### src/shared/urx_pkg.sv
// urx_pkg: constants, field positions, states and helpers of the receiver
// assumes: one crystal-rate clock; mode words arrive as plain ports
package urx_pkg;

   // ---------------------------------------------------------------
   // sizes
   // ---------------------------------------------------------------
   localparam int unsigned DATA_W = 8;
   localparam int unsigned QUEUE_DEPTH = 8;
   localparam int unsigned ENT_W = 11;
   localparam logic [3:0] TX_QUEUE_SLOTS = 4'h8;

   // ---------------------------------------------------------------
   // queue entry layout: data, then three status bits
   // ---------------------------------------------------------------
   localparam int unsigned ENT_PE = 8;
   localparam int unsigned ENT_FE = 9;
   localparam int unsigned ENT_BRK = 10;

   // ---------------------------------------------------------------
   // mode word fields
   // ---------------------------------------------------------------
   localparam int unsigned MRF_WDOG_EN = 7;
   localparam int unsigned MRS_ERR_MODE = 5;
   localparam int unsigned MRS_PAR_HI = 4;
   localparam int unsigned MRS_PAR_LO = 3;
   localparam int unsigned MRS_PAR_TYPE = 2;
   localparam int unsigned MRS_LEN_HI = 1;
   localparam int unsigned MRS_LEN_LO = 0;
   localparam logic [1:0] PAR_WITH = 2'h0;
   localparam logic [1:0] PAR_FORCE = 2'h1;
   localparam logic [1:0] PAR_NONE = 2'h2;
   localparam logic [1:0] PAR_MULTIDROP = 2'h3;

   // ---------------------------------------------------------------
   // timing counts and reset values
   // ---------------------------------------------------------------
   localparam logic [3:0] DIV_SAMPLE = 4'h7;
   localparam logic [3:0] DIV_LAST = 4'hF;
   localparam logic [3:0] HALF_BIT_LAST = 4'h7;
   localparam logic [3:0] MIN_DATA_BITS = 4'h5;
   localparam logic [1:0] LOAD_DELAY_PLAIN = 2'h1;
   localparam logic [1:0] LOAD_DELAY_HALVED = 2'h2;
   localparam logic [1:0] BREAK_END_EDGES = 2'h2;
   localparam logic [6:0] WDOG_BIT_TIMES = 7'h40;
   localparam logic [2:0] FILL_CODE_MAX = 3'h7;
   localparam logic RESET_LINE = 1'b1;

   // ---------------------------------------------------------------
   // receiver states
   // ---------------------------------------------------------------
   typedef enum logic [2:0] {
      URX_IDLE = 3'b000,
      URX_START_CHK = 3'b001,
      URX_DATA = 3'b010,
      URX_FE_WAIT = 3'b011,
      URX_BREAK_WAIT = 3'b100
   } urx_state_e;

   // fill or free count to a 3-bit code, eight saturating at seven
   function automatic logic [2:0] sat_code(input logic [3:0] n);
      sat_code = (n >= 4'h7) ? FILL_CODE_MAX : n[2:0];
   endfunction

endpackage

### src/verilog/urx_queue.sv
// urx_queue: flip-flop first-in-first-out store for received entries
// assumes: the writer never pushes while full
`timescale 1ns/1ps
module urx_queue #(
   parameter int unsigned WIDTH = 11,
   parameter int unsigned DEPTH = 8
) (
   input wire logic clk,
   input wire logic reset_n,
   input wire logic push,
   input wire logic pop,
   input wire logic [WIDTH-1:0] din,
   output logic [WIDTH-1:0] head,
   output logic [$clog2(DEPTH):0] count,
   output logic full,
   output logic empty
);
   localparam int unsigned AW = $clog2(DEPTH);

   if (DEPTH < 2 || (DEPTH & (DEPTH - 1)) != 0) begin : g_bad_depth
      $error("urx_queue depth must be a power of two");
   end

   logic [WIDTH-1:0] mem [DEPTH];
   logic [AW-1:0] wr_ptr;
   logic [AW-1:0] rd_ptr;
   logic do_push;
   logic do_pop;

   // guarded strobes
   assign do_push = push && !full;
   assign do_pop = pop && !empty;
   assign full = (count == (AW+1)'(DEPTH));
   assign empty = (count == '0);
   assign head = mem[rd_ptr];

   // storage
   always_ff @(posedge clk) begin
      if (do_push) begin
         mem[wr_ptr] <= din;
      end
   end

   // pointers and occupancy
   always_ff @(posedge clk or negedge reset_n) begin
      if (!reset_n) begin
         wr_ptr <= '0;
         rd_ptr <= '0;
         count <= '0;
      end else begin
         if (do_push) begin
            wr_ptr <= wr_ptr + 1'b1;
         end
         if (do_pop) begin
            rd_ptr <= rd_ptr + 1'b1;
         end
         if (do_push && !do_pop) begin
            count <= count + 1'b1;
         end else if (do_pop && !do_push) begin
            count <= count - 1'b1;
         end
      end
   end
endmodule // urx_queue

### src/verilog/urx_receiver.sv
// urx_receiver: serial receive path with queue, status, watchdog, wake-up
// assumes: clk is the crystal clock; line and bit-rate clock are async pins
`timescale 1ns/1ps
module urx_receiver #(
   parameter int unsigned QUEUE_DEPTH = urx_pkg::QUEUE_DEPTH
) (
   input wire logic clk,
   input wire logic reset_n,
   input wire logic serial_in,
   input wire logic rx_bit_rate_clock,
   input wire logic rx_enable,
   input wire logic mode_16x,
   input wire logic clock_halve,
   input wire logic [7:0] mode_register_first,
   input wire logic [7:0] mode_register_second,
   input wire logic rx_read,
   input wire logic error_reset,
   input wire logic [3:0] tx_queue_level,
   input wire logic tx_idle_flag,
   output logic [7:0] rx_data,
   output logic rx_char_available,
   output logic rx_queue_full_flag,
   output logic [2:0] rx_fill_code,
   output logic parity_err,
   output logic framing_err,
   output logic break_stat,
   output logic overrun_err,
   output logic change_of_break,
   output logic watchdog_expired,
   output logic [2:0] tx_free_code,
   output logic tx_queue_empty_flag,
   output logic tx_addr_data
);
   localparam int unsigned CW = $clog2(QUEUE_DEPTH) + 1;

   if (QUEUE_DEPTH < 2 || QUEUE_DEPTH > 8
       || (QUEUE_DEPTH & (QUEUE_DEPTH - 1)) != 0) begin : g_bad_depth
      $error("urx_receiver queue depth must be 2, 4 or 8");
   end

   // ---------------------------------------------------------------
   // pin synchronisers
   // ---------------------------------------------------------------
   logic [1:0] line_sync;
   logic [1:0] bclk_sync;
   logic bclk_prev;
   logic line;
   logic tick;

   // two flops per pin, third flop only for bit clock edge detection
   always_ff @(posedge clk or negedge reset_n) begin
      if (!reset_n) begin
         line_sync <= {2{urx_pkg::RESET_LINE}};
         bclk_sync <= 2'h0;
         bclk_prev <= 1'b0;
      end else begin
         line_sync <= {line_sync[0], serial_in};
         bclk_sync <= {bclk_sync[0], rx_bit_rate_clock};
         bclk_prev <= bclk_sync[1];
      end
   end
   assign line = line_sync[1];
   assign tick = bclk_sync[1] && !bclk_prev;

   // ---------------------------------------------------------------
   // mode decode
   // ---------------------------------------------------------------
   logic [1:0] par_mode;
   logic par_type;
   logic multidrop;
   logic active;
   logic par_used;
   logic [3:0] data_bits;
   logic [3:0] last_idx;
   logic [7:0] len_mask;

   assign par_mode = mode_register_second[urx_pkg::MRS_PAR_HI:
                                          urx_pkg::MRS_PAR_LO];
   assign par_type = mode_register_second[urx_pkg::MRS_PAR_TYPE];
   assign multidrop = (par_mode == urx_pkg::PAR_MULTIDROP);
   assign active = rx_enable || multidrop;
   assign par_used = (par_mode != urx_pkg::PAR_NONE);
   assign data_bits = urx_pkg::MIN_DATA_BITS
                    + {2'h0, mode_register_second[urx_pkg::MRS_LEN_HI:
                                                  urx_pkg::MRS_LEN_LO]};
   assign last_idx = data_bits + {3'h0, par_used};
   assign len_mask = 8'hFF >> (4'h8 - data_bits);

   // ---------------------------------------------------------------
   // receiver state machine
   // ---------------------------------------------------------------
   urx_pkg::urx_state_e state;
   logic [3:0] div;
   logic [3:0] bit_idx;
   logic [9:0] shreg;
   logic line_prev;
   logic [1:0] high_cnt;
   logic fall;
   logic samp;
   logic start_ok;
   logic char_done;
   logic break_end;

   assign fall = line_prev && !line;
   assign samp = mode_16x ? (tick && div == urx_pkg::DIV_SAMPLE) : tick;
   assign start_ok = mode_16x
                   ? (state == urx_pkg::URX_START_CHK && samp && !line)
                   : (state == urx_pkg::URX_IDLE && active && tick && !line);
   assign char_done = (state == urx_pkg::URX_DATA) && samp
                   && (bit_idx == last_idx);
   assign break_end = (state == urx_pkg::URX_BREAK_WAIT) && line
                   && (high_cnt == urx_pkg::BREAK_END_EDGES - 2'h1);

   // character fields taken at the stop sample
   logic [7:0] rx_word;
   logic pbit;
   logic fe;
   logic brk;
   logic pe_slot;
   logic keep;

   always_comb begin
      rx_word = shreg[7:0] & len_mask;
      pbit = par_used ? shreg[data_bits] : 1'b0;
      fe = !line;
      brk = fe && (rx_word == 8'h00) && !pbit;
      unique case (par_mode)
         urx_pkg::PAR_WITH: pe_slot = ((^rx_word) ^ pbit) != par_type;
         urx_pkg::PAR_FORCE: pe_slot = (pbit != par_type);
         urx_pkg::PAR_NONE: pe_slot = 1'b0;
         urx_pkg::PAR_MULTIDROP: pe_slot = pbit;
      endcase
      keep = !multidrop || rx_enable || pbit || brk;
   end

   // edge tracker; held high while disabled or not idle so a low line at enable is an edge
   always_ff @(posedge clk or negedge reset_n) begin
      if (!reset_n) begin
         line_prev <= urx_pkg::RESET_LINE;
      end else if (!active || state != urx_pkg::URX_IDLE) begin
         line_prev <= urx_pkg::RESET_LINE;
      end else begin
         line_prev <= line;
      end
   end

   // sequencing, divider and shift register
   always_ff @(posedge clk or negedge reset_n) begin
      if (!reset_n) begin
         state <= urx_pkg::URX_IDLE;
         div <= 4'h0;
         bit_idx <= 4'h0;
         shreg <= 10'h000;
         high_cnt <= 2'h0;
      end else if (!active && state != urx_pkg::URX_BREAK_WAIT) begin
         state <= urx_pkg::URX_IDLE;
      end else begin
         if (tick) begin
            div <= div + 4'h1;
         end
         unique case (state)
            urx_pkg::URX_IDLE: begin
               bit_idx <= 4'h0;
               if (mode_16x && fall) begin
                  div <= 4'h0;
                  state <= urx_pkg::URX_START_CHK;
               end else if (start_ok) begin
                  state <= urx_pkg::URX_DATA;
               end
            end
            urx_pkg::URX_START_CHK: begin
               if (samp) begin
                  state <= line ? urx_pkg::URX_IDLE
                                : urx_pkg::URX_DATA;
               end
            end
            urx_pkg::URX_DATA: begin
               if (samp) begin
                  shreg[bit_idx] <= line;
                  bit_idx <= bit_idx + 4'h1;
               end
               if (char_done) begin
                  high_cnt <= 2'h0;
                  div <= 4'h0;
                  if (brk) begin
                     state <= urx_pkg::URX_BREAK_WAIT;
                  end else if (fe && mode_16x) begin
                     state <= urx_pkg::URX_FE_WAIT;
                  end else begin
                     state <= urx_pkg::URX_IDLE;
                  end
               end
            end
            urx_pkg::URX_FE_WAIT: begin
               if (tick && div == urx_pkg::HALF_BIT_LAST) begin
                  bit_idx <= 4'h0;
                  div <= 4'h0;
                  state <= line ? urx_pkg::URX_IDLE
                                : urx_pkg::URX_START_CHK;
               end
            end
            urx_pkg::URX_BREAK_WAIT: begin
               high_cnt <= line ? high_cnt + 2'h1 : 2'h0;
               if (break_end) begin
                  state <= urx_pkg::URX_IDLE;
               end
            end
            default: state <= urx_pkg::URX_IDLE;
         endcase
      end
   end

   // ---------------------------------------------------------------
   // shift-register hold stage and queue
   // ---------------------------------------------------------------
   logic [urx_pkg::ENT_W-1:0] hold_word;
   logic hold_valid;
   logic [1:0] load_cnt;
   logic push;
   logic pop;
   logic [urx_pkg::ENT_W-1:0] head;
   logic [CW-1:0] q_count;
   logic q_full;
   logic q_empty;

   assign push = hold_valid && (load_cnt == 2'h0) && !q_full;
   assign pop = rx_read && !q_empty;

   // held character; a new one overwrites a stalled one
   always_ff @(posedge clk or negedge reset_n) begin
      if (!reset_n) begin
         hold_word <= '0;
         hold_valid <= 1'b0;
         load_cnt <= 2'h0;
      end else if (char_done && keep) begin
         hold_word <= {brk, fe, pe_slot, rx_word};
         hold_valid <= 1'b1;
         load_cnt <= clock_halve ? urx_pkg::LOAD_DELAY_HALVED - 2'h1
                                 : urx_pkg::LOAD_DELAY_PLAIN - 2'h1;
      end else if (push) begin
         hold_valid <= 1'b0;
      end else if (hold_valid && load_cnt != 2'h0) begin
         load_cnt <= load_cnt - 2'h1;
      end
   end

   urx_queue #(
      .WIDTH(urx_pkg::ENT_W),
      .DEPTH(QUEUE_DEPTH)
   ) u_queue (
      .clk(clk),
      .reset_n(reset_n),
      .push(push),
      .pop(pop),
      .din(hold_word),
      .head(head),
      .count(q_count),
      .full(q_full),
      .empty(q_empty)
   );

   // ---------------------------------------------------------------
   // status
   // ---------------------------------------------------------------
   logic [2:0] err_acc;
   logic [2:0] next_err_acc;
   logic [2:0] head_err;

   assign head_err = q_empty ? 3'h0 : head[urx_pkg::ENT_BRK:urx_pkg::ENT_PE];
   assign next_err_acc = (error_reset ? 3'h0 : err_acc) | head_err;

   // block-mode accumulator, the head's bits win over a reset
   always_ff @(posedge clk or negedge reset_n) begin
      if (!reset_n) begin
         err_acc <= 3'h0;
      end else begin
         err_acc <= next_err_acc;
      end
   end

   // visible status, all updated on the same edge
   always_ff @(posedge clk or negedge reset_n) begin
      if (!reset_n) begin
         rx_data <= 8'h00;
         rx_char_available <= 1'b0;
         rx_queue_full_flag <= 1'b0;
         rx_fill_code <= 3'h0;
         {break_stat, framing_err, parity_err} <= 3'h0;
      end else begin
         rx_data <= q_empty ? 8'h00 : head[7:0];
         rx_char_available <= !q_empty;
         rx_queue_full_flag <= q_full;
         rx_fill_code <= urx_pkg::sat_code(4'(q_count));
         if (mode_register_second[urx_pkg::MRS_ERR_MODE]) begin
            {break_stat, framing_err, parity_err} <= next_err_acc;
         end else begin
            {break_stat, framing_err, parity_err} <= head_err;
         end
      end
   end

   // overrun: set at the start of a character that meets a stalled one
   always_ff @(posedge clk or negedge reset_n) begin
      if (!reset_n) begin
         overrun_err <= 1'b0;
      end else if (start_ok && hold_valid && q_full) begin
         overrun_err <= 1'b1;
      end else if (error_reset) begin
         overrun_err <= 1'b0;
      end
   end

   // change-of-break pulse on break entry and break end
   always_ff @(posedge clk or negedge reset_n) begin
      if (!reset_n) begin
         change_of_break <= 1'b0;
      end else begin
         change_of_break <= (char_done && brk) || break_end;
      end
   end

   // ---------------------------------------------------------------
   // watchdog
   // ---------------------------------------------------------------
   logic [3:0] presc;
   logic bit_tick;
   logic [6:0] wd_cnt;

   assign bit_tick = mode_16x ? (tick && presc == urx_pkg::DIV_LAST) : tick;

   // bit-time counter restarted by queue traffic
   always_ff @(posedge clk or negedge reset_n) begin
      if (!reset_n) begin
         presc <= 4'h0;
         wd_cnt <= 7'h00;
         watchdog_expired <= 1'b0;
      end else begin
         if (tick) begin
            presc <= presc + 4'h1;
         end
         if (push || pop) begin
            wd_cnt <= 7'h00;
         end else if (bit_tick && wd_cnt != urx_pkg::WDOG_BIT_TIMES) begin
            wd_cnt <= wd_cnt + 7'h01;
         end
         watchdog_expired <= mode_register_first[urx_pkg::MRF_WDOG_EN]
                          && (wd_cnt == urx_pkg::WDOG_BIT_TIMES);
      end
   end

   // ---------------------------------------------------------------
   // transmit-side indications
   // ---------------------------------------------------------------
   always_ff @(posedge clk or negedge reset_n) begin
      if (!reset_n) begin
         tx_free_code <= urx_pkg::FILL_CODE_MAX;
         tx_queue_empty_flag <= 1'b1;
         tx_addr_data <= 1'b0;
      end else begin
         tx_free_code <= urx_pkg::sat_code(urx_pkg::TX_QUEUE_SLOTS
                                           - tx_queue_level);
         tx_queue_empty_flag <= (tx_queue_level == 4'h0);
         if (tx_idle_flag) begin
            tx_addr_data <= par_type;
         end
      end
   end
endmodule // urx_receiver

### config.mk
export PLATFORM = sky130hd
export DESIGN_NAME = urx_receiver
export DESIGN_NICKNAME = d
export VERILOG_FILES = /design/src/shared/urx_pkg.sv /design/src/verilog/urx_queue.sv /design/src/verilog/urx_receiver.sv
export SDC_FILE = /design/constraint.sdc
export NUM_CORES = 1
export LEC_CHECK = 0
export BUFFER_PORTS_ARGS = -buffer_cell sky130_fd_sc_hd__buf_2
export CAP_MARGIN = 25
export CORE_ASPECT_RATIO = 0.8
export CORE_MARGIN = 8
export CORE_UTILIZATION = 54
export CTS_CLUSTER_SIZE = 25
export DETAILED_ROUTE_END_ITERATION = 16
export GPL_ROUTABILITY_DRIVEN = 0
export PLACE_DENSITY = 0.73
export SLEW_MARGIN = 10
export SYNTH_ARGS = -nofsm -noshare
export SYNTH_HDL_FRONTEND = slang
export SYNTH_SLANG_ARGS = --single-unit
### constraint.sdc
create_clock -name clk -period 2.8 [get_ports clk]
set_input_delay 0.28 -clock clk [delete_from_list [all_inputs] [get_ports clk]]
set_output_delay 0.28 -clock clk [all_outputs]
set_load 0.005 [all_outputs]
==> results of run 1 <==
-- per-layer routing --
layer | track usage [%] | routed length [um] | vias to the layer above | share of wire (%)
met3 | 4.65 | 827 | 9 | 5.7
met5 | 0 | 0 | - | 0
met1 | 22.7 | 6630 | 2336 | 46
li1 | - | - | 2155 | -
met4 | 3.95 | 114 | 0 | 0.79
met2 | 27.4 | 6860 | 105 | 48
-- worst max-delay path by stage --
stage / to / cells past startpoint / slack (ps) / startpoint
3_3_place_gp: div[1]$_DFFE_PN0N_ / 11 / 110 / mode_register_second[4]
6_report: u_queue.count[3]$_DFFE_PN0P_ / 11 / 200 / u_queue.count[1]$_DFFE_PN0P_
4_1_cts: u_queue.count[3]$_DFFE_PN0P_ / 11 / 130 / u_queue.count[1]$_DFFE_PN0P_
3_5_place_dp: div[1]$_DFFE_PN0N_ / 11 / 30 / mode_register_second[4]
2_1_floorplan: u_queue.count[3]$_DFFE_PN0P_ / 11 / 190 / u_queue.count[0]$_DFFE_PN0P_
5_1_grt: u_queue.count[3]$_DFFE_PN0P_ / 12 / 10 / u_queue.count[1]$_DFFE_PN0P_
-- cells in the mapped netlist (all sizes together), types with 3 or more instances --
cell type  count  area share [%]
o22ai          3            0.24
clkbuf         7            0.33
a21o           3            0.29
mux4          23             6.6
inv           35             1.7
xor2           6            0.67
edfxtp        88              34
nor3          10            0.76
a31oi          3            0.24
mux2i         18             2.3
and2           8            0.64
dfstp          7             2.3
nor3b          7            0.80
nand4          5            0.40
nand2b         9            0.72
a21oi         12            0.76
nor4           4            0.32
o21ai         10            0.64
nand3         18             1.1
dfrtp         84              27
buf            5            0.38
xnor2         22             2.4
nor2b          7            0.56
nor2          27             1.3
ha            27             4.3
or2            3            0.24
mux2          19             2.7
nand2         49             2.3
or3            3            0.30
-- final cells by class --
type,instances,area (um2),area share (%)
repair buffers,69,425,4.71
flip-flops and latches,179,4930,54.6
well taps,184,230,2.55
clock inverters,11,104,1.15
clock buffers,20,447,4.95
multi-input cells,327,2760,30.6
inverters,35,131,1.46
-- repair_timing --
action                     CTS  global route
setup endpoints to repair    0             1
hold buffers                 3             0
resized for setup            0             1
hold endpoints to repair    46             0
-- worst max-delay path: stages (launching register included) --
cell	delay, ps
sky130_fd_sc_hd__dfrtp_1	440
sky130_fd_sc_hd__or4b_4	580
sky130_fd_sc_hd__nand3_1	140
sky130_fd_sc_hd__inv_2	70
sky130_fd_sc_hd__ha_1	180
sky130_fd_sc_hd__inv_1	140
sky130_fd_sc_hd__ha_1	250
sky130_fd_sc_hd__a21o_1	170
sky130_fd_sc_hd__a21oi_1	160
sky130_fd_sc_hd__xnor2_1	140
sky130_fd_sc_hd__nand2_1	90
sky130_fd_sc_hd__xnor2_1	130
-- registers in the layout, summed over array words and instances, names as in the netlist, 4 cells and up --
name / flops
bit_idx: 4
hold_word: 11
shreg: 10
rx_data: 8
div: 4
u_queue.count: 4
u_queue.mem: 88
presc: 4
wd_cnt: 7
-- cell families after synthesis --
family | count (synthesis) | synth area share [%]
compound gates | 50 | 4.76
mux | 60 | 11.6
buf+inv | 47 | 2.39
fa+ha+maj | 29 | 4.80
xor+xnor | 28 | 3.12
simple gates | 160 | 10.7
flops | 179 | 62.7
-- power breakdown --
| group | leakage, uW | switching, uW | internal [uW] |
|---|---|---|---|
| clock | 0.000264 | 957 | 1250 |
| combinational | 0.00153 | 659 | 755 |
| sequential | 0.00200 | 300 | 3010 |
-- stage by stage --
step / cells / worst slack (ps) / util [%] / hold slack, ps / power (uW)
2_1_floorplan: 553 / 186 / - / -15.6 / 4330
3_3_place_gp: 789 / 109 / 59.1 / 333 / 4730
3_5_place_dp: 791 / 28.4 / 59.2 / 335 / 4790
4_1_cts: 825 / 133 / 63.3 / 31.1 / 7010
5_1_grt: 825 / 12.9 / 63.3 / 45.8 / 7320
6_report: 825 / 200 / 63.3 / 52.7 / 6930
==> flow_summary.rst, run 1 <==
.. list-table::
   :header-rows: 1

   * - Metric
     - Value
   * - Net count of the finished layout
     - between 600 and 700
   * - Static leakage
     - 0.00380 uW
   * - Launch instance of the worst min-delay path
     - tx_queue_level[3]
   * - Number of max-cap violations
     - 0
   * - Top FF cell, synth
     - sky130_fd_sc_hd__edfxtp_1
   * - Setup repair after global routing missed its margin
     - false
   * - Critical R2R Launch
     - u_queue.count[1]$_DFFE_PN0P_
   * - Sink of the worst hold path
     - tx_queue_empty_flag$_DFF_PN1_
   * - Fraction of the yosys area taken by sequential cells
     - between 60% and 70%
   * - Worst endpoint required time
     - roughly 3100 ps
   * - Commonest non-fill, non-tap cell in the layout
     - sky130_fd_sc_hd__edfxtp_1
   * - Maximum clock insertion buffer count
     - 2
   * - Detail-routed via count per cell
     - about 5.6
   * - Power per unit of standard cell area
     - around 770 mW/mm2
   * - Synth Net Count
     - around 600
   * - Number of enable-type register cells in the synthesized netlist
     - 88
   * - Worst hold path depth
     - 2
   * - Largest voltage drop on the vdd net
     - 0.510 mV
   * - Die Width
     - between 150 and 200 um
   * - Effective utilization at floorplan
     - approximately 55%
   * - Sort of element at the end of the critical path
     - flop
   * - YS warnings
     - 0
   * - Unique masters post-synth
     - 62
   * - Synthesized instance count
     - about 550
   * - Routed via count
     - around 4600
   * - Pin count of the biggest net entering global routing
     - 48
   * - Die Area
     - approximately 0.019 mm2
   * - Data arrival time at the worst-slack endpoint
     - between 2000 and 3000 ps
   * - Critical Path Source Type
     - flop
   * - Final worst path period need
     - ~2600 ps
   * - Cell area after synthesis
     - 0.00787 mm2
   * - Die H
     - approximately 120 um
   * - Wire length of the first global-routing pass
     - about 25000 um
   * - Level count of the clock H-tree
     - 4
   * - WL/cell
     - 17.5 um
   * - Number of DRC markers after the initial detailed-route iteration
     - 289
   * - # IOs
     - 54
   * - Relative max-transition margin
     - between 40% and 50%
   * - CTS Root Cell
     - sky130_fd_sc_hd__clkbuf_16
   * - Count of buffers inserted at the top-level ports
     - 44
   * - Setup Viol. Count Final
     - 0
   * - DR pass1 iterations
     - 4
   * - Synthesized area divided by synthesized cell count
     - 14.2 um2
   * - FF-to-FF path depth
     - 11
   * - Final-layout setup total negative slack
     - 0 ps
   * - Endpoint of the worst-slack reg-to-reg timing path
     - u_queue.count[3]$_DFFE_PN0P_
   * - All-Layer GR Usage
     - around 17%
   * - Number of global-route vias before repair
     - roughly 4800
   * - Clock Sinks
     - roughly 180
   * - Run status
     - finished, final reports clean
   * - Ratio of cells with drive above 1 in the final layout
     - about 23%
   * - Number of fillers in the final layout
     - approximately 1100
   * - Inserted Clock Buffers
     - 17
   * - Half-perimeter wire length after placement
     - between 10000 and 15000 um
   * - Share of synthesized flip-flops with an asynchronous set or reset
     - between 50% and 60%
   * - Final instance area
     - roughly 0.009 mm2
   * - CP Max Fanout
     - 5
   * - Max-slew violation total from the final report
     - 0
   * - Area of the core
     - 0.0142 mm2
   * - Post-detailed-placement cell area
     - 0.00844 mm2
   * - Commonest cells after routing, fill and taps aside
     - 88 x sky130_fd_sc_hd__edfxtp_1, 84 x sky130_fd_sc_hd__dfrtp_1, 49 x sky130_fd_sc_hd__nand2_1
   * - Number of cell rows
     - 39
   * - Skew-Pair Late Insertion Delay
     - between 400 and 500 ps
   * - Detailed Route WL
     - around 14000 um
   * - Max Clock Freq
     - slightly below 400 MHz
   * - Worst setup skew after layout
     - between 6 and 7 ps
   * - Kind of critical path
     - flop to flop
   * - Slew @ Worst Pin
     - 768 ps
   * - Number of antenna diodes
     - 0
   * - Number of DRC violations after detailed routing
     - 0
   * - DRT antenna net count
     - 0
   * - Clock edge transition at the registers on the reported setup and hold paths
     - around 70 ps
   * - Flop and latch count out of synthesis
     - between 150 and 200
   * - Area grow syn2layout
     - 14.7%
   * - TritonCTS clock tree
     - yes
   * - GRT Residual Overflow
     - 0
   * - FF-to-FF setup slack
     - 200 ps
   * - Hold crit path type
     - primary input to flop
   * - Final period utilization
     - between 90 and 100%
   * - Antenna violations before repair
     - 0
   * - Post-CTS Setup Inserts
     - 0
   * - Number of hold violations in the final report
     - 0
No activity file was read; power rests on OpenSTA's default activity.
==> run 2, diff against run 1 <==
Settings changed: RECOVER_POWER set to 50.
==> flow_summary.rst, run 2 (synthesis gave the netlist of run 1 again) <==
.. list-table::
   :header-rows: 1

   * - Metric
     - Value
   * - Net count of the finished layout
     - 688 (unchanged)
   * - CP Max Fanout
     - 5 (unchanged)
   * - Setup repair after global routing missed its margin
     - false
   * - Psw
     - 1930 uW (+0.50%)
   * - Maximum clock insertion buffer count
     - 2 (unchanged)
   * - Max Clock Freq
     - 384 MHz (-0.14%)
   * - Detailed Route WL
     - 14500 um (+0.46%)
   * - Commonest cells after routing, fill and taps aside
     - 88 x sky130_fd_sc_hd__edfxtp_1, 84 x sky130_fd_sc_hd__dfrtp_1, 49 x sky130_fd_sc_hd__nand2_1
   * - Skew-Pair Late Insertion Delay
     - 420 ps (about the same)
   * - Flip-flop count of the largest register, all copies and words added
     - 88 (unchanged)
   * - Post-CTS Setup Inserts
     - 0 (unchanged)
   * - Area grow syn2layout
     - 14.2%
   * - Switch share
     - 27.8% (+0.20 points)
   * - CTS Root Cell
     - sky130_fd_sc_hd__clkbuf_16
   * - Area of the core
     - 0.0142 mm2 (unchanged)
   * - Ratio of cells with drive above 1 in the final layout
     - 19.8% (-3.1 points)
   * - Inserted Clock Buffers
     - 17 (unchanged)
   * - Die Width
     - 151 um (unchanged)
   * - WL/cell
     - 17.6 um (+0.46%)
   * - Commonest non-fill, non-tap cell in the layout
     - sky130_fd_sc_hd__edfxtp_1
   * - All-Layer GR Usage
     - 17.0% (unchanged)
   * - Max-slew violation total from the final report
     - 0 (unchanged)
   * - Final period utilization
     - 93.0% (+0.13 points)
   * - Comb power frac
     - 20.1% (-0.3 points)
   * - Die Area
     - 0.0187 mm2 (unchanged)
   * - Die H
     - 124 um (unchanged)
   * - Worst setup skew after layout
     - 7.05 ps (+0.717 ps)
   * - Kind of critical path
     - flop to flop
   * - Detail-routed via count per cell
     - 5.58 (about the same)
   * - Top flop regs
     - u_queue.mem: 88 flops, hold_word: 11 flops, shreg: 10 flops
   * - Static leakage
     - 0.00373 uW (-1.7%)
   * - Number of max-cap violations
     - 0 (unchanged)
   * - Final-layout setup total negative slack
     - 0 ps (unchanged)
   * - Sort of element at the end of the critical path
     - flop
   * - Number of cell rows
     - 39 (unchanged)
   * - Number of fillers in the final layout
     - 1081 (+1.0%)
   * - Number of global-route vias before repair
     - 4797 (unchanged)
   * - Slew @ Worst Pin
     - 1250 ps (+486 ps)
   * - Relative max-transition margin
     - 16.4% (-32 points)
   * - Clock edge transition at the registers on the reported setup and hold paths
     - 70 ps (about the same)
   * - Setup Viol. Count Final
     - 0 (unchanged)
   * - Antenna violations before repair
     - 0 (unchanged)
   * - Number of antenna diodes
     - 0 (unchanged)
   * - Hold crit path type
     - primary input to flop
   * - Number of hold violations in the final report
     - 0 (unchanged)
   * - Critical Path Source Type
     - flop
   * - Number of DRC violations after detailed routing
     - 0 (unchanged)
   * - Register bank with the most flops
     - u_queue.mem
   * - # IOs
     - 54 (unchanged)
   * - DR pass1 iterations
     - 4 (unchanged)
   * - Half-perimeter wire length after placement
     - 10100 um (unchanged)
   * - Final worst path period need
     - 2600 ps (+3.69 ps)
   * - Worst Slack Setup Final
     - 196 ps (-3.69 ps)
   * - Run status
     - finished, final reports clean
   * - Routed via count
     - 4604 (-0.022%)
   * - Power Internal
     - 4990 uW (-0.50%)
   * - Portion of total power attributed to sequential cells
     - 47.9% (+0.2 points)
   * - Relative contribution of the clock network to total power
     - 32.0% (+0.2 points)
   * - DRT antenna net count
     - 0 (unchanged)
   * - Pin count of the biggest net entering global routing
     - 48 (unchanged)
   * - Place WS
     - 28.4 ps (unchanged)
   * - Wire length of the first global-routing pass
     - 24500 um (unchanged)
   * - Clock Sinks
     - 179 (unchanged)
   * - TritonCTS clock tree
     - yes
   * - Largest voltage drop on the vdd net
     - 0.497 mV (-2.5%)
   * - Worst endpoint required time
     - 3100 ps (about the same)
   * - Power per unit of standard cell area
     - 770 mW/mm2 (+0.22%)
   * - Effective utilization at floorplan
     - 55.2% (unchanged)
   * - Count of buffers inserted at the top-level ports
     - 44 (unchanged)
   * - Level count of the clock H-tree
     - 4 (unchanged)
   * - Data arrival time at the worst-slack endpoint
     - 2910 ps (about the same)
   * - GRT Residual Overflow
     - 0 (unchanged)
   * - Number of DRC markers after the initial detailed-route iteration
     - 287 (-0.69%)
==> run 2: changes by cell type in the layout (fill, tap and decap cells not counted), sizes merged <==
| cell | change |
|---|---|
| buf | -21 |
| clkbuf | +21 |
==> run 2: per-layer routing <==
layer  vias up  share of wire (%)  track usage [%]
li1       2153                  -                -
met1      2340                 47             22.7
met2       102                 47             27.4
met3         9                5.4             4.65
met4         0               0.76             3.95
met5         -                  0                0
==> run 2: power groups by stage <==
stage	Combinational, uW	Sequential (uW)	Clock, uW
after floorplan	1100	3220	0
after CTS	1440	3310	2260
after global placement	1380	3350	0
final	1390	3310	2210
after global routing	1580	3350	2370
after detailed placement	1430	3360	0
==> run 2: critical path: stages, from the launching register on <==
cell and delay [ps]:
sky130_fd_sc_hd__dfrtp_1 440, sky130_fd_sc_hd__or4b_4 580, sky130_fd_sc_hd__nand3_1 140, sky130_fd_sc_hd__inv_2 70, sky130_fd_sc_hd__ha_1 180, sky130_fd_sc_hd__inv_1 140, sky130_fd_sc_hd__ha_1 250, sky130_fd_sc_hd__a21o_1 170
sky130_fd_sc_hd__a21oi_1 160, sky130_fd_sc_hd__xnor2_1 140, sky130_fd_sc_hd__nand2_1 90, sky130_fd_sc_hd__xnor2_1 130
==> run 2: final timing paths <==
path,from,to,slack [ps],cells after the start
setup / recovery,u_queue.count[1]$_DFFE_PN0P_,u_queue.count[3]$_DFFE_PN0P_,200,11
hold / removal,tx_queue_level[3],tx_queue_empty_flag$_DFF_PN1_,50,2
setup reg to reg,u_queue.count[1]$_DFFE_PN0P_,u_queue.count[3]$_DFFE_PN0P_,200,11
hold reg to reg,bclk_sync[0]$_DFF_PN0_,bclk_sync[1]$_DFF_PN0_,350,0
max in group asynchronous,reset_n,tx_addr_data$_DFFE_PN0P_,590,3
min in group asynchronous,reset_n,rx_data[1]$_DFF_PN0_,680,2
==> run 2: final cells by class <==
type	count	area [um2]	area share [%]
Multi-Input combinational cell	327	2760	30.7
Tap cell	184	230	2.56
Clock buffer	20	447	4.97
Inverter	35	131	1.46
Timing Repair Buffer	69	385	4.29
Clock inverter	11	104	1.16
Sequential cell	179	4930	54.9
==> run 2: per-stage QoR <==
step	utilization (%)	cell area, um2	power (uW)	instances	hold slack, ps
global route	63.1	8980	7300	825	45.8
detailed placement	59.2	8440	4790	791	335
floorplan	-	7870	4330	553	-15.6
global placement	59.1	8420	4730	789	333
CTS	63.3	9020	7010	825	31.1
finish	63.1	8980	6920	825	52.7
==> run 2: what timing repair did <==
action | in CTS | in global routing
endpoints found under the setup margin | 0 | 1
resized for setup | 0 | 1
endpoints found under the hold margin | 46 | 0
hold buffers | 3 | 0
==> run 3, diff against run 2 <==
Settings changed: BUFFER_PORTS_ARGS -buffer_cell sky130_fd_sc_hd__buf_2 to -buffer_cell sky130_fd_sc_hd__clkbuf_2, SKIP_CTS_REPAIR_TIMING set to 1.
==> flow_summary.rst, run 3 (synthesis gave the netlist of run 1 again) <==
.. list-table::
   :header-rows: 1

   * - Metric
     - Value
   * - Place WS
     - 83.6 ps (+55.2 ps)
   * - Detail-routed via count per cell
     - 5.49 (-1.6%)
   * - FF-to-FF path depth
     - 11 (unchanged)
   * - CTS Root Cell
     - sky130_fd_sc_hd__clkbuf_16
   * - Antenna violations before repair
     - 0 (unchanged)
   * - Number of global-route vias before repair
     - 4746 (-1.1%)
   * - Level count of the clock H-tree
     - 4 (unchanged)
   * - # IOs
     - 54 (unchanged)
   * - Relative max-transition margin
     - 20.9% (+4.5 points)
   * - Comb power frac
     - 19.7% (-0.4 points)
   * - Die Width
     - 151 um (unchanged)
   * - Area of the core
     - 0.0142 mm2 (unchanged)
   * - Crit path largest cell delay
     - 570 ps (about the same)
   * - Half-perimeter wire length after placement
     - 10400 um (+2.5%)
   * - Slew @ Worst Pin
     - 1190 ps (-67.8 ps)
   * - Seq. cell area
     - 0.00493 mm2 (unchanged)
   * - Topmost layer with routed signal wires
     - met4
   * - Effective utilization at floorplan
     - 55.2% (unchanged)
   * - Wire length of the first global-routing pass
     - 24300 um (-0.79%)
   * - Number of DRC markers after the initial detailed-route iteration
     - 297 (+3.5%)
   * - Met2 layer wire length in the routed design
     - 7360 um (+7.7%)
   * - Commonest cells after routing, fill and taps aside
     - 88 x sky130_fd_sc_hd__edfxtp_1, 84 x sky130_fd_sc_hd__dfrtp_1, 49 x sky130_fd_sc_hd__nand2_1
   * - Die H
     - 124 um (unchanged)
   * - Top flop regs
     - u_queue.mem: 88 flops, hold_word: 11 flops, shreg: 10 flops
   * - Family of cells with the greatest summed delay on the critical path
     - simple AND/OR/NAND/NOR gates
   * - Crit path cell chain
     - or4b_4, nand3_1, inv_2, ha_1, inv_1, ha_1, a21o_1, a21oi_1, xnor2_1, nand2_1, xnor2_1
   * - Clock Sinks
     - 179 (unchanged)
   * - Sink of the worst hold path
     - watchdog_expired$_DFF_PN0_
   * - Maximum clock insertion buffer count
     - 2 (unchanged)
   * - All-Layer GR Usage
     - 17.2% (+0.18 points)
   * - Post-layout power
     - 7130 uW (+3.1%)
   * - Final-layout setup total negative slack
     - 0 ps (unchanged)
   * - Hold crit path type
     - primary input to flop
   * - Ratio of cells with drive above 1 in the final layout
     - 20.7% (+0.94 points)
   * - Total buffers and inverters traversed by the critical path
     - 2 (unchanged)
   * - Commonest non-fill, non-tap cell in the layout
     - sky130_fd_sc_hd__edfxtp_1
   * - Number of DRC violations after detailed routing
     - 0 (unchanged)
   * - Net count of the finished layout
     - 687 (-0.15%)
   * - Data arrival time at the worst-slack endpoint
     - 2890 ps (-20 ps)
   * - Worst setup skew after layout
     - 13.1 ps (+6.02 ps)
   * - Area taken by multi-input logic gates
     - 0.00276 mm2 (unchanged)
   * - Number of max-cap violations
     - 0 (unchanged)
   * - Register bank with the most flops
     - u_queue.mem
   * - Area grow syn2layout
     - 15.1%
   * - Non-filler cells in the finished layout
     - 825 (unchanged)
   * - CP Max Fanout
     - 5 (unchanged)
   * - WL/cell
     - 17.8 um (+1.3%)
   * - Endpoint of the worst-slack reg-to-reg timing path
     - u_queue.count[3]$_DFFE_PN0P_
   * - Worst Slack Setup Final
     - 215 ps (+19.1 ps)
   * - Routed met1 length
     - 6450 um (-4.6%)
   * - TritonCTS clock tree
     - yes
   * - Critical path's slowest cell
     - sky130_fd_sc_hd__or4b_4
   * - Run status
     - finished, final reports clean
   * - Largest voltage drop on the vdd net
     - 0.775 mV (+56%)
   * - DRT antenna net count
     - 0 (unchanged)
   * - Worst endpoint required time
     - 3110 ps (about the same)
   * - Portion of total power attributed to sequential cells
     - 46.5% (-1.4 points)
   * - Switch share
     - 27.1% (-0.74 points)
   * - Final worst path period need
     - 2580 ps (-19.1 ps)
   * - Count of buffers inserted at the top-level ports
     - 44 (unchanged)
   * - Skew-Pair Late Insertion Delay
     - 430 ps (about the same)
   * - Clock edge transition at the registers on the reported setup and hold paths
     - 60 ps (about the same)
   * - Sort of element at the end of the critical path
     - flop
   * - Max-slew violation total from the final report
     - 0 (unchanged)
   * - Setup repair after global routing missed its margin
     - false
   * - Routed via count
     - 4532 (-1.6%)
   * - Relative contribution of the clock network to total power
     - 33.8% (+1.8 points)
   * - Launch instance of the worst min-delay path
     - mode_register_first[7]
   * - Inserted Clock Buffers
     - 17 (unchanged)
   * - Psw
     - 1930 uW (+0.30%)
   * - Placed Cells
     - 790 (-0.13%)
   * - Critical Path Source Type
     - flop
   * - Number of cell rows
     - 39 (unchanged)
   * - Final period utilization
     - 92.3% (-0.68 points)
   * - DR pass1 iterations
     - 4 (unchanged)
   * - Power per unit of standard cell area
     - 787 mW/mm2 (+2.2%)
   * - Pin count of the biggest net entering global routing
     - 49 (+2.1%)
   * - Setup Viol. Count Final
     - 0 (unchanged)
   * - Number of antenna diodes
     - 0 (unchanged)
   * - Number of hold violations in the final report
     - 0 (unchanged)
   * - Worst hold path depth
     - 3 (+1)
   * - Met3 wire length
     - 812 um (+2.8%)
   * - Number of fillers in the final layout
     - 1042 (-3.6%)
   * - Power Internal
     - 5200 uW (+4.1%)
   * - Critical R2R Launch
     - u_queue.count[1]$_DFFE_PN0P_
   * - Die Area
     - 0.0187 mm2 (unchanged)
   * - Detailed Route WL
     - 14700 um (+1.3%)
   * - GRT Residual Overflow
     - 0 (unchanged)
   * - Static leakage
     - 0.00379 uW (+1.5%)
   * - Max Clock Freq
     - 387 MHz (+0.74%)
   * - FF-to-FF setup slack
     - 220 ps (+20 ps)
   * - Flip-flop count of the largest register, all copies and words added
     - 88 (unchanged)
   * - Kind of critical path
     - flop to flop
[run 3: worst register-to-register path, delay by kind of cell, from the launching register on]
family | cells | cell delay, ps
buffers and inverters | 2 | 200
adder cells (fa/ha/maj) | 2 | 430
flip-flops | 1 | 430
AO/OA/AOI/OAI | 2 | 370
AND/OR/NAND/NOR | 3 | 790
XOR/XNOR | 2 | 260
[run 3: power groups by stage]
stage          sequential, uW  combinational [uW]  clock, uW
3_3_place_gp             3350                1380          0
5_1_grt                  3350                1570       2580
4_1_cts                  3320                1450       2470
6_report                 3310                1400       2410
3_5_place_dp             3370                1440          0
2_1_floorplan            3220                1100          0
[run 3: through the flow]
step                      cell area [um2]  utilization (%)  hold WS [ps]
after global placement               8420             59.1           333
after global routing                 9060             63.6          39.0
after detailed placement             8450             59.3           336
final                                9060             63.6          46.3
after CTS                            9060             63.6          -124
after floorplan                      7870                -         -15.6
[run 3: layout make-up]
class / count / area share, %
flip-flops and latches: 179 / 54.4
well taps: 184 / 2.54
clock buffers: 23 / 5.53
multi-input cells: 327 / 30.5
repair buffers: 68 / 4.34
clock inverters: 9 / 1.26
inverters: 35 / 1.45
[run 3: routing by layer]
layer	global-route usage [%]	up-vias
met4	4.69	0
met1	21.8	2269
met5	0	-
li1	-	2158
met2	28.5	101
met3	4.94	4
[run 3: worst max-delay path by stage]
stage                                 start                            to  cells past startpoint
6_report       u_queue.count[1]$_DFFE_PN0P_  u_queue.count[3]$_DFFE_PN0P_                     11
3_5_place_dp        mode_register_second[4]            div[2]$_DFFE_PN0N_                     11
5_1_grt                             reset_n      hold_word[7]$_DFFE_PN0P_                      3
4_1_cts        u_queue.count[1]$_DFFE_PN0P_  u_queue.count[3]$_DFFE_PN0P_                     11
2_1_floorplan  u_queue.count[0]$_DFFE_PN0P_  u_queue.count[3]$_DFFE_PN0P_                     11
3_3_place_gp        mode_register_second[4]            div[1]$_DFFE_PN0N_                     11
